## src/hdl/lair_consts.svh

```systemverilog
// Register indices, field values and bus codes for the link status register bank
`ifndef LAIR_CONSTS_SVH
`define LAIR_CONSTS_SVH

// Register indices; the byte address is four times the index
`define LAIR_IDX_WORD_LEN 10'h062
`define LAIR_IDX_TS_HIGH 10'h07B
`define LAIR_IDX_TS_MID 10'h07C
`define LAIR_IDX_TS_LOW_DIV_HIGH 10'h07D
`define LAIR_IDX_DIV_MID 10'h07E
`define LAIR_IDX_DIV_LOW 10'h07F
`define LAIR_IDX_VIF_VERSION 10'h080
`define LAIR_IDX_VIF_FLAGS 10'h081
`define LAIR_IDX_VIF_COLOUR 10'h082

// Byte address bits that carry the index
`define LAIR_IDX_MSB 11
`define LAIR_IDX_LSB 2

// Field positions in the format flags register
`define LAIR_FLG_ENC_LSB 5
`define LAIR_FLG_AFI_BIT 4
`define LAIR_FLG_BAR_LSB 2
`define LAIR_FLG_SCAN_LSB 0
// Field position of colorimetry in the colour register
`define LAIR_COL_LSB 6

// Status reset value, none being printed
`define LAIR_STAT_RST 8'h00

// Bus response codes
`define LAIR_RESP_OKAY 2'h0
`define LAIR_RESP_SLVERR 2'h2

`endif

```

## src/hdl/lair_pkg.sv

```systemverilog
// Types and shared decode for the link status register bank
`include "lair_consts.svh"

package lair_pkg;

    typedef logic [9:0] lair_idx_t;

    // Pixel encoding codes
    typedef enum logic [1:0] {
        LAIR_ENC_RGB = 2'h0,
        LAIR_ENC_YCC422 = 2'h1,
        LAIR_ENC_YCC444 = 2'h2
    } lair_enc_t;

    // Bar information codes
    typedef enum logic [1:0] {
        LAIR_BAR_NONE = 2'h0,
        LAIR_BAR_HORIZ = 2'h1,
        LAIR_BAR_VERT = 2'h2,
        LAIR_BAR_BOTH = 2'h3
    } lair_bar_t;

    // Scan information codes
    typedef enum logic [1:0] {
        LAIR_SCAN_NONE = 2'h0,
        LAIR_SCAN_OVER = 2'h1,
        LAIR_SCAN_UNDER = 2'h2
    } lair_scan_t;

    // Colorimetry codes
    typedef enum logic [1:0] {
        LAIR_COL_NONE = 2'h0,
        LAIR_COL_601 = 2'h1,
        LAIR_COL_709 = 2'h2
    } lair_col_t;

    // Audio clock regeneration packet contents
    typedef struct packed {
        logic valid;
        logic [19:0] stamp;
        logic [19:0] divider;
    } lair_acr_t;

    // Auxiliary video information frame contents
    typedef struct packed {
        logic valid;
        logic [7:0] version;
        logic [1:0] enc;
        logic afi;
        logic [1:0] bar;
        logic [1:0] scan;
        logic [1:0] col;
    } lair_avi_t;

    // Audio channel status contents
    typedef struct packed {
        logic valid;
        logic [3:0] word_len;
    } lair_aud_t;

    // Captured status fields
    typedef struct packed {
        logic [3:0] word_len;
        logic [19:0] stamp;
        logic [19:0] divider;
        logic [7:0] version;
        logic [1:0] enc;
        logic afi;
        logic [1:0] bar;
        logic [1:0] scan;
        logic [1:0] col;
    } lair_stat_t;

    typedef enum logic [1:0] {
        LAIR_W_COLLECT = 2'b01,
        LAIR_W_RESP = 2'b10
    } lair_wst_t;

    typedef enum logic [2:0] {
        LAIR_R_IDLE = 3'b001,
        LAIR_R_FETCH = 3'b010,
        LAIR_R_RESP = 3'b100
    } lair_rst_t;

    // State of the register bank, apart from the read byte held in lair_rdmux
    typedef struct packed {
        lair_wst_t wst;
        lair_rst_t rst;
        logic awready;
        logic wready;
        logic aw_got;
        logic w_got;
        lair_idx_t aw_idx;
        logic bvalid;
        logic [1:0] bresp;
        logic arready;
        lair_idx_t ar_idx;
        logic rvalid;
        logic [1:0] rresp;
        lair_stat_t stat;
    } lair_state_t;

    localparam lair_state_t LAIR_STATE_RST = '{
        wst: LAIR_W_COLLECT,
        rst: LAIR_R_IDLE,
        awready: 1'b1,
        wready: 1'b1,
        arready: 1'b1,
        default: '0
    };

    // True for an index that holds a register
    function automatic logic lair_idx_mapped(input lair_idx_t idx);
        case (idx)
            `LAIR_IDX_WORD_LEN,
            `LAIR_IDX_TS_HIGH,
            `LAIR_IDX_TS_MID,
            `LAIR_IDX_TS_LOW_DIV_HIGH,
            `LAIR_IDX_DIV_MID,
            `LAIR_IDX_DIV_LOW,
            `LAIR_IDX_VIF_VERSION,
            `LAIR_IDX_VIF_FLAGS,
            `LAIR_IDX_VIF_COLOUR: lair_idx_mapped = 1'b1;
            default: lair_idx_mapped = 1'b0;
        endcase
    endfunction

endpackage

```

## src/hdl/lair_rdmux.sv

```systemverilog
// Registered read-data selector over the captured status fields
`timescale 1ns/10ps
`include "lair_consts.svh"

module lair_rdmux
    import lair_pkg::*;
(
    // Clock and reset
    input wire logic aclk,
    input wire logic aresetn,
    // Selection
    input wire logic load,
    input wire lair_idx_t idx,
    input wire lair_stat_t stat,
    // Registered byte
    output logic [7:0] data_q
);

    logic [7:0] data_d;

    always_comb begin
        data_d = `LAIR_STAT_RST;
        case (idx)
            `LAIR_IDX_WORD_LEN: data_d = {4'h0, stat.word_len};
            `LAIR_IDX_TS_HIGH: data_d = stat.stamp[19:12];
            `LAIR_IDX_TS_MID: data_d = stat.stamp[11:4];
            `LAIR_IDX_TS_LOW_DIV_HIGH: data_d = {stat.stamp[3:0], stat.divider[19:16]};
            `LAIR_IDX_DIV_MID: data_d = stat.divider[15:8];
            `LAIR_IDX_DIV_LOW: data_d = stat.divider[7:0];
            `LAIR_IDX_VIF_VERSION: data_d = stat.version;
            `LAIR_IDX_VIF_FLAGS: begin
                data_d[`LAIR_FLG_ENC_LSB+:2] = stat.enc;
                data_d[`LAIR_FLG_AFI_BIT] = stat.afi;
                data_d[`LAIR_FLG_BAR_LSB+:2] = stat.bar;
                data_d[`LAIR_FLG_SCAN_LSB+:2] = stat.scan;
            end
            `LAIR_IDX_VIF_COLOUR: data_d[`LAIR_COL_LSB+:2] = stat.col;
            default: data_d = `LAIR_STAT_RST;
        endcase
    end

    always_ff @(posedge aclk) begin
        if (!aresetn) begin
            data_q <= `LAIR_STAT_RST;
        end else if (load) begin
            data_q <= data_d;
        end
    end

endmodule

```

## src/hdl/lair_regs.sv

```systemverilog
// Read-only link audio and video information status registers on AXI4-Lite
`timescale 1ns/10ps
`include "lair_consts.svh"

module lair_regs
    import lair_pkg::*;
(
    // Clock and reset
    input wire logic aclk,
    input wire logic aresetn,
    // Write address channel
    input wire logic [11:0] s_axi_awaddr,
    input wire logic [2:0] s_axi_awprot,
    input wire logic s_axi_awvalid,
    output logic s_axi_awready,
    // Write data channel
    input wire logic [31:0] s_axi_wdata,
    input wire logic [3:0] s_axi_wstrb,
    input wire logic s_axi_wvalid,
    output logic s_axi_wready,
    // Write response channel
    output logic [1:0] s_axi_bresp,
    output logic s_axi_bvalid,
    input wire logic s_axi_bready,
    // Read address channel
    input wire logic [11:0] s_axi_araddr,
    input wire logic [2:0] s_axi_arprot,
    input wire logic s_axi_arvalid,
    output logic s_axi_arready,
    // Read data channel
    output logic [31:0] s_axi_rdata,
    output logic [1:0] s_axi_rresp,
    output logic s_axi_rvalid,
    input wire logic s_axi_rready,
    // Decoded packet contents from the receiver
    input wire lair_acr_t acr_in,
    input wire lair_avi_t avi_in,
    input wire lair_aud_t aud_in
);

    lair_state_t q;
    lair_state_t d;
    logic [7:0] rd_byte_q;

    // Byte for the pending read, frozen once loaded
    lair_rdmux u_rdmux (
        .aclk(aclk),
        .aresetn(aresetn),
        .load(q.rst == LAIR_R_FETCH),
        .idx(q.ar_idx),
        .stat(q.stat),
        .data_q(rd_byte_q)
    );

    always_comb begin
        d = q;

        // Write side accepts address and data in either order
        case (q.wst)
            LAIR_W_COLLECT: begin
                if (s_axi_awvalid && q.awready) begin
                    d.aw_idx = s_axi_awaddr[`LAIR_IDX_MSB:`LAIR_IDX_LSB];
                    d.aw_got = 1'b1;
                    d.awready = 1'b0;
                end
                if (s_axi_wvalid && q.wready) begin
                    d.w_got = 1'b1;
                    d.wready = 1'b0;
                end
                // Data are dropped; mapped targets answer OKAY
                if (d.aw_got && d.w_got) begin
                    d.wst = LAIR_W_RESP;
                    d.bvalid = 1'b1;
                    d.bresp = lair_idx_mapped(d.aw_idx) ? `LAIR_RESP_OKAY
                                                        : `LAIR_RESP_SLVERR;
                end
            end
            LAIR_W_RESP: begin
                if (s_axi_bready) begin
                    d.wst = LAIR_W_COLLECT;
                    d.bvalid = 1'b0;
                    d.aw_got = 1'b0;
                    d.w_got = 1'b0;
                    d.awready = 1'b1;
                    d.wready = 1'b1;
                end
            end
            default: begin
                d.wst = LAIR_W_COLLECT;
                d.bvalid = 1'b0;
                d.aw_got = 1'b0;
                d.w_got = 1'b0;
                d.awready = 1'b1;
                d.wready = 1'b1;
            end
        endcase

        // Read side: take address, load byte, answer
        case (q.rst)
            LAIR_R_IDLE: begin
                if (s_axi_arvalid) begin
                    d.rst = LAIR_R_FETCH;
                    d.arready = 1'b0;
                    d.ar_idx = s_axi_araddr[`LAIR_IDX_MSB:`LAIR_IDX_LSB];
                end
            end
            LAIR_R_FETCH: begin
                d.rst = LAIR_R_RESP;
                d.rvalid = 1'b1;
                d.rresp = lair_idx_mapped(q.ar_idx) ? `LAIR_RESP_OKAY : `LAIR_RESP_SLVERR;
            end
            LAIR_R_RESP: begin
                if (s_axi_rready) begin
                    d.rst = LAIR_R_IDLE;
                    d.rvalid = 1'b0;
                    d.arready = 1'b1;
                end
            end
            default: begin
                d.rst = LAIR_R_IDLE;
                d.rvalid = 1'b0;
                d.arready = 1'b1;
            end
        endcase

        // Status follows received packets alone
        if (acr_in.valid) begin
            d.stat.stamp = acr_in.stamp;
            d.stat.divider = acr_in.divider;
        end
        if (avi_in.valid) begin
            d.stat.version = avi_in.version;
            d.stat.enc = avi_in.enc;
            d.stat.afi = avi_in.afi;
            d.stat.bar = avi_in.bar;
            d.stat.scan = avi_in.scan;
            d.stat.col = avi_in.col;
        end
        if (aud_in.valid) begin
            d.stat.word_len = aud_in.word_len;
        end
    end

    always_ff @(posedge aclk) begin
        if (!aresetn) begin
            q <= LAIR_STATE_RST;
        end else begin
            q <= d;
        end
    end

    // Outputs straight from the state flops and the lair_rdmux byte flop
    assign s_axi_awready = q.awready;
    assign s_axi_wready = q.wready;
    assign s_axi_bvalid = q.bvalid;
    assign s_axi_bresp = q.bresp;
    assign s_axi_arready = q.arready;
    assign s_axi_rvalid = q.rvalid;
    assign s_axi_rresp = q.rresp;
    assign s_axi_rdata = {24'h000000, rd_byte_q};

endmodule
```

## config.mk

```make
export PLATFORM = sky130hd
export DESIGN_NAME = lair_regs
export DESIGN_NICKNAME = d
export VERILOG_FILES = /design/src/hdl/lair_pkg.sv /design/src/hdl/lair_rdmux.sv /design/src/hdl/lair_regs.sv
export VERILOG_INCLUDE_DIRS = /design/src /design/src/hdl
export SDC_FILE = /design/constraint.sdc
export NUM_CORES = 1
export LEC_CHECK = 0
export ABC_CLOCK_PERIOD_IN_PS = 1500
export BUFFER_PORTS_ARGS = -buffer_cell sky130_fd_sc_hd__buf_2
export CORE_MARGIN = 2
export CORE_UTILIZATION = 40
export DETAILED_ROUTE_END_ITERATION = 10
export PLACE_DENSITY = 0.69
export SLEW_MARGIN = 20
export SYNTH_ARGS = -nofsm -noshare
export SYNTH_HDL_FRONTEND = slang
export SYNTH_HIERARCHICAL = 1
export SYNTH_SLANG_ARGS = --single-unit
```

## constraint.sdc

```tcl
create_clock -name aclk -period 1.5 [get_ports aclk]
set_input_delay 0.3 -clock aclk [delete_from_list [all_inputs] [get_ports aclk]]
set_output_delay 0.3 -clock aclk [all_outputs]
set_load 0.005 [all_outputs]
```

==> results.md <==
Timing:
- The number of max-slew violations in the final report is 0.
- The ratio of final minimum period to clock period is 108%.
- The upper clock frequency limit is 0.618 GHz.
- Across the routed clock network, the largest skew measured is 7.42 ps.
- The total count of hold-check failures in the final report is 0.
- In the post-route analysis, the smallest setup slack over all paths is -118 ps.
- Subtracting the final worst setup slack from the clock period gives 1620 ps.
- Setup repair after global routing could not meet its margin everywhere.
- The number of failing setup endpoints in the final timing report is 8.

Finish:
- The number of nets at the end of the flow is 804.
- Leaving out fill and tap cells, the most frequent cell in the layout is sky130_fd_sc_hd__buf_2.
- The top cell types in the final layout, fill and taps aside, are 105 x sky130_fd_sc_hd__buf_2, 96 x sky130_fd_sc_hd__dfxtp_1, 71 x sky130_fd_sc_hd__mux2i_1.
- The count of inserted antenna diode cells is 0.
- After the flow finishes, the layout carries non-filler instances totaling 839.
- The share of layout cells above drive strength 1 is 28.8%.
- Relative to the synthesized area, the layout overhead comes to 25.9%.

Place:
- Buffers placed on the I/O ports in this run total 105.
- Detailed placement finished with a half-perimeter wire length of 9.27 mm.
- At the end of routability-driven placement, the weighted congestion stood at 0.898.
- The worst setup slack before clock tree synthesis is -158 ps.
- The number of placed instances, taps included is 821.

Routing:
- The routed design has 12.2 mm of wire.
- After detailed routing, the number of remaining DRC violations is 0.
- The count of vias placed by the detailed router is 4187.
- After detailed routing, the average wire length per cell comes to 14.6 um.
- The post-route antenna net violation count is 0.
- After the first detailed-routing iteration, the DRC count stood at 209.
- After detailed routing, the number of vias per cell comes to 4.99.
- The number of detailed-routing iterations run before antenna repair is 5.

Die:
- The core region is 12100 um2.
- The width of the die is 116 um.
- The number of rows in the core area is 40.
- From bottom edge to top edge, the die measures 116 um.
- The initial utilization of the core area, before any placement, comes to 41.2%.
- The floorplan step defined a die boundary enclosing 13400 um2.
- The I/O pin count is 178.

Synthesis:
- In this run the mean area of a mapped cell was 9.28 um2.
- During synthesis, Yosys emitted a total of 6 warnings.
- In the synthesized netlist, the number of instances is 537.
- The share of synthesized area occupied by flip-flops and latches is 41.4%.
- In this run, synthesis produced a sequential element count of 103.
- In the synthesized netlist the dominant register cell turns out to be sky130_fd_sc_hd__dfxtp_1.
- The synthesized area is 4980 um2.
- Counting flops with an async set or reset pin after synthesis yields a share of 0%.
- Counting distinct cell types in the post-synthesis netlist gives 58.
- The synthesized design contains 0 enable-type register cells.

Min path:
- The cell depth of the worst hold path is 3.
- The worst hold path belongs to the class in2reg.

Power and ir drop:
- The part of the power in combinational logic is 16.1%.
- The share of total power in sequential cells is 48.0%.
- The leakage power total is 2.69 nW.
- The clock share of power is 36.0%.
- Net switching is 25.6% of the power.
- The total power per unit cell area is 1010 nW/um2.
- The internal power summed over all cells is 4.71 mW.
- In this run the power spent charging and discharging nets is 1.62 mW.
- IR analysis of the VDD net gives a maximum drop of 0.557 mV.

Setup path:
- The worst setup path is launched from a flip-flop.
- The classification of the worst setup path is reg2reg.
- The worst setup path is captured at a flip-flop.
- Measured in cells, the most critical reg-to-reg path has a length of 5.
- The largest driver fanout on the critical path is 6.
- At the worst endpoint, the required time is 1770 ps.
- The worst endpoint data arrival time is 1890 ps.

Status:
- The run finished, with violations left.
- The final reports fail on setup timing.

Global route:
- Entering global routing, the biggest net connects 83 pins.
- For this run, the total global-route usage over all layers was measured as 18.6%.
- The initial antenna violation count is 0.
- The first global-routing pass estimated 19.8 mm of wire.
- The via count of the first global-routing pass is 4146.
- Global routing finished with a remaining overflow of 0.

Clocking:
- The maximum root-to-sink buffer count is 2.
- The H-tree depth is 3.
- At the later pin of the worst-skew pair, clock insertion delay measures 340 ps.
- In this run the clock root is driven by a sky130_fd_sc_hd__clkbuf_16.
- After clock tree synthesis, the clock-pin slew on the worst setup and hold paths is 70 ps.
- The count of hold-fix buffers inserted at cts is 0.
- The total clock buffers created by CTS is 9.
- The CTS sink count is 103.
- TritonCTS built the clock tree.

Run:
- The number of maximum-capacitance constraint violations is 0.
-- critical path, cell delays in order (launching register included) --
cell and delay, ps:
sky130_fd_sc_hd__dfxtp_2 330, sky130_fd_sc_hd__or4_4 600, sky130_fd_sc_hd__nor2_4 210, sky130_fd_sc_hd__buf_6 130, sky130_fd_sc_hd__nand4_1 120, sky130_fd_sc_hd__a31oi_1 160
-- stage by stage --
step / cell area (um2) / TNS (ps) / util [%] / hold WS (ps) / power, mW
after floorplan: 5120 / -104 / - / 427 / 3.73
after global placement: 5860 / -663 / 48.3 / 458 / 4.03
after detailed placement: 5860 / -830 / 48.3 / 472 / 4.07
after CTS: 6230 / -610 / 51.5 / 195 / 6.37
after global routing: 6280 / -1090 / 51.8 / 204 / 6.64
final: 6280 / -690 / 51.8 / 200 / 6.33
-- power by group through the flow --
stage | Combinational [mW] | Clock [mW] | Sequential (mW)
after detailed placement | 0.973 | 0 | 3.10
after CTS | 1.01 | 2.32 | 3.04
after floorplan | 0.654 | 0 | 3.08
after global placement | 0.941 | 0 | 3.09
final | 1.02 | 2.28 | 3.04
after global routing | 1.13 | 2.45 | 3.06
-- final cells by class --
type	count	area, um2
Clock buffer	12	236
Clock inverter	3	43.8
Fill cell	1156	5840
Inverter	13	48.8
Multi-Input combinational cell	391	2750
Sequential cell	103	2070
Tap cell	168	210
Timing Repair Buffer	149	916
-- metal layers --
metal	vias to the layer above	wire [um]	GRT usage (%)
met5	-	0	0
met4	0	253	7.70
met3	20	645	2.30
met1	1943	5220	23.7
li1	2088	-	-
met2	136	6100	32.0
-- state kept, by name (all words and copies together) (netlist names) --
name,flops
s_axi_wready,1
s_axi_bvalid,1
s_axi_rresp,1
s_axi_arready,1
s_axi_bresp,1
u_rdmux/data_q,8
s_axi_rvalid,1
q,88
s_axi_awready,1
-- cells by family (layout without fill, tap and decap cells) --
| logic type | count (synthesis) | in the layout | share of synthesized area (%) |
|---|---|---|---|
| other | 1 | 26 | 0.0752 |
| xor gates and xnor gates | 1 | 1 | 0.176 |
| buffers and inverters | 68 | 177 | 7.56 |
| DFF | 103 | 103 | 41.4 |
| and+or+nand+nor | 189 | 189 | 20.6 |
| AOI/OAI and AO/OA | 96 | 96 | 13.8 |
| muxes | 79 | 79 | 16.5 |
-- worst paths after layout --
kind | start | slack, ps | to
worst max-delay path | q[73]$_SDFFE_PN0P_ | -120 | u_rdmux/data_q[6]$_SDFFE_PN0P_
worst min-delay path | s_axi_araddr[6] | 200 | q[68]$_SDFFE_PN0P_
worst max register to register | q[73]$_SDFFE_PN0P_ | -120 | u_rdmux/data_q[6]$_SDFFE_PN0P_
worst min register to register | q[72]$_SDFFE_PN0P_ | 480 | q[72]$_SDFFE_PN0P_
-- synthesized netlist by cell type, types with 8 or more instances --
cell type | n | area (um2)
sky130_fd_sc_hd__dfxtp_1 | 103 | 2060
sky130_fd_sc_hd__clkbuf_1 | 13 | 48.8
sky130_fd_sc_hd__nor2_1 | 24 | 90.1
sky130_fd_sc_hd__mux2i_1 | 72 | 721
sky130_fd_sc_hd__nand2_1 | 58 | 218
sky130_fd_sc_hd__o21ai_0 | 17 | 85.1
sky130_fd_sc_hd__a21boi_0 | 10 | 75.1
sky130_fd_sc_hd__a21oi_1 | 8 | 40.0
sky130_fd_sc_hd__inv_1 | 13 | 48.8
sky130_fd_sc_hd__nor2b_1 | 66 | 413
sky130_fd_sc_hd__buf_4 | 28 | 210
sky130_fd_sc_hd__a21boi_1 | 11 | 82.6
sky130_fd_sc_hd__buf_2 | 12 | 60.1
-- repair_timing --
item                       CTS  global route
setup buffers                2             1
resized for setup           17             9
setup endpoints to repair    8            10
pin swaps                    2             3
Power figures use the tool's default switching activity.
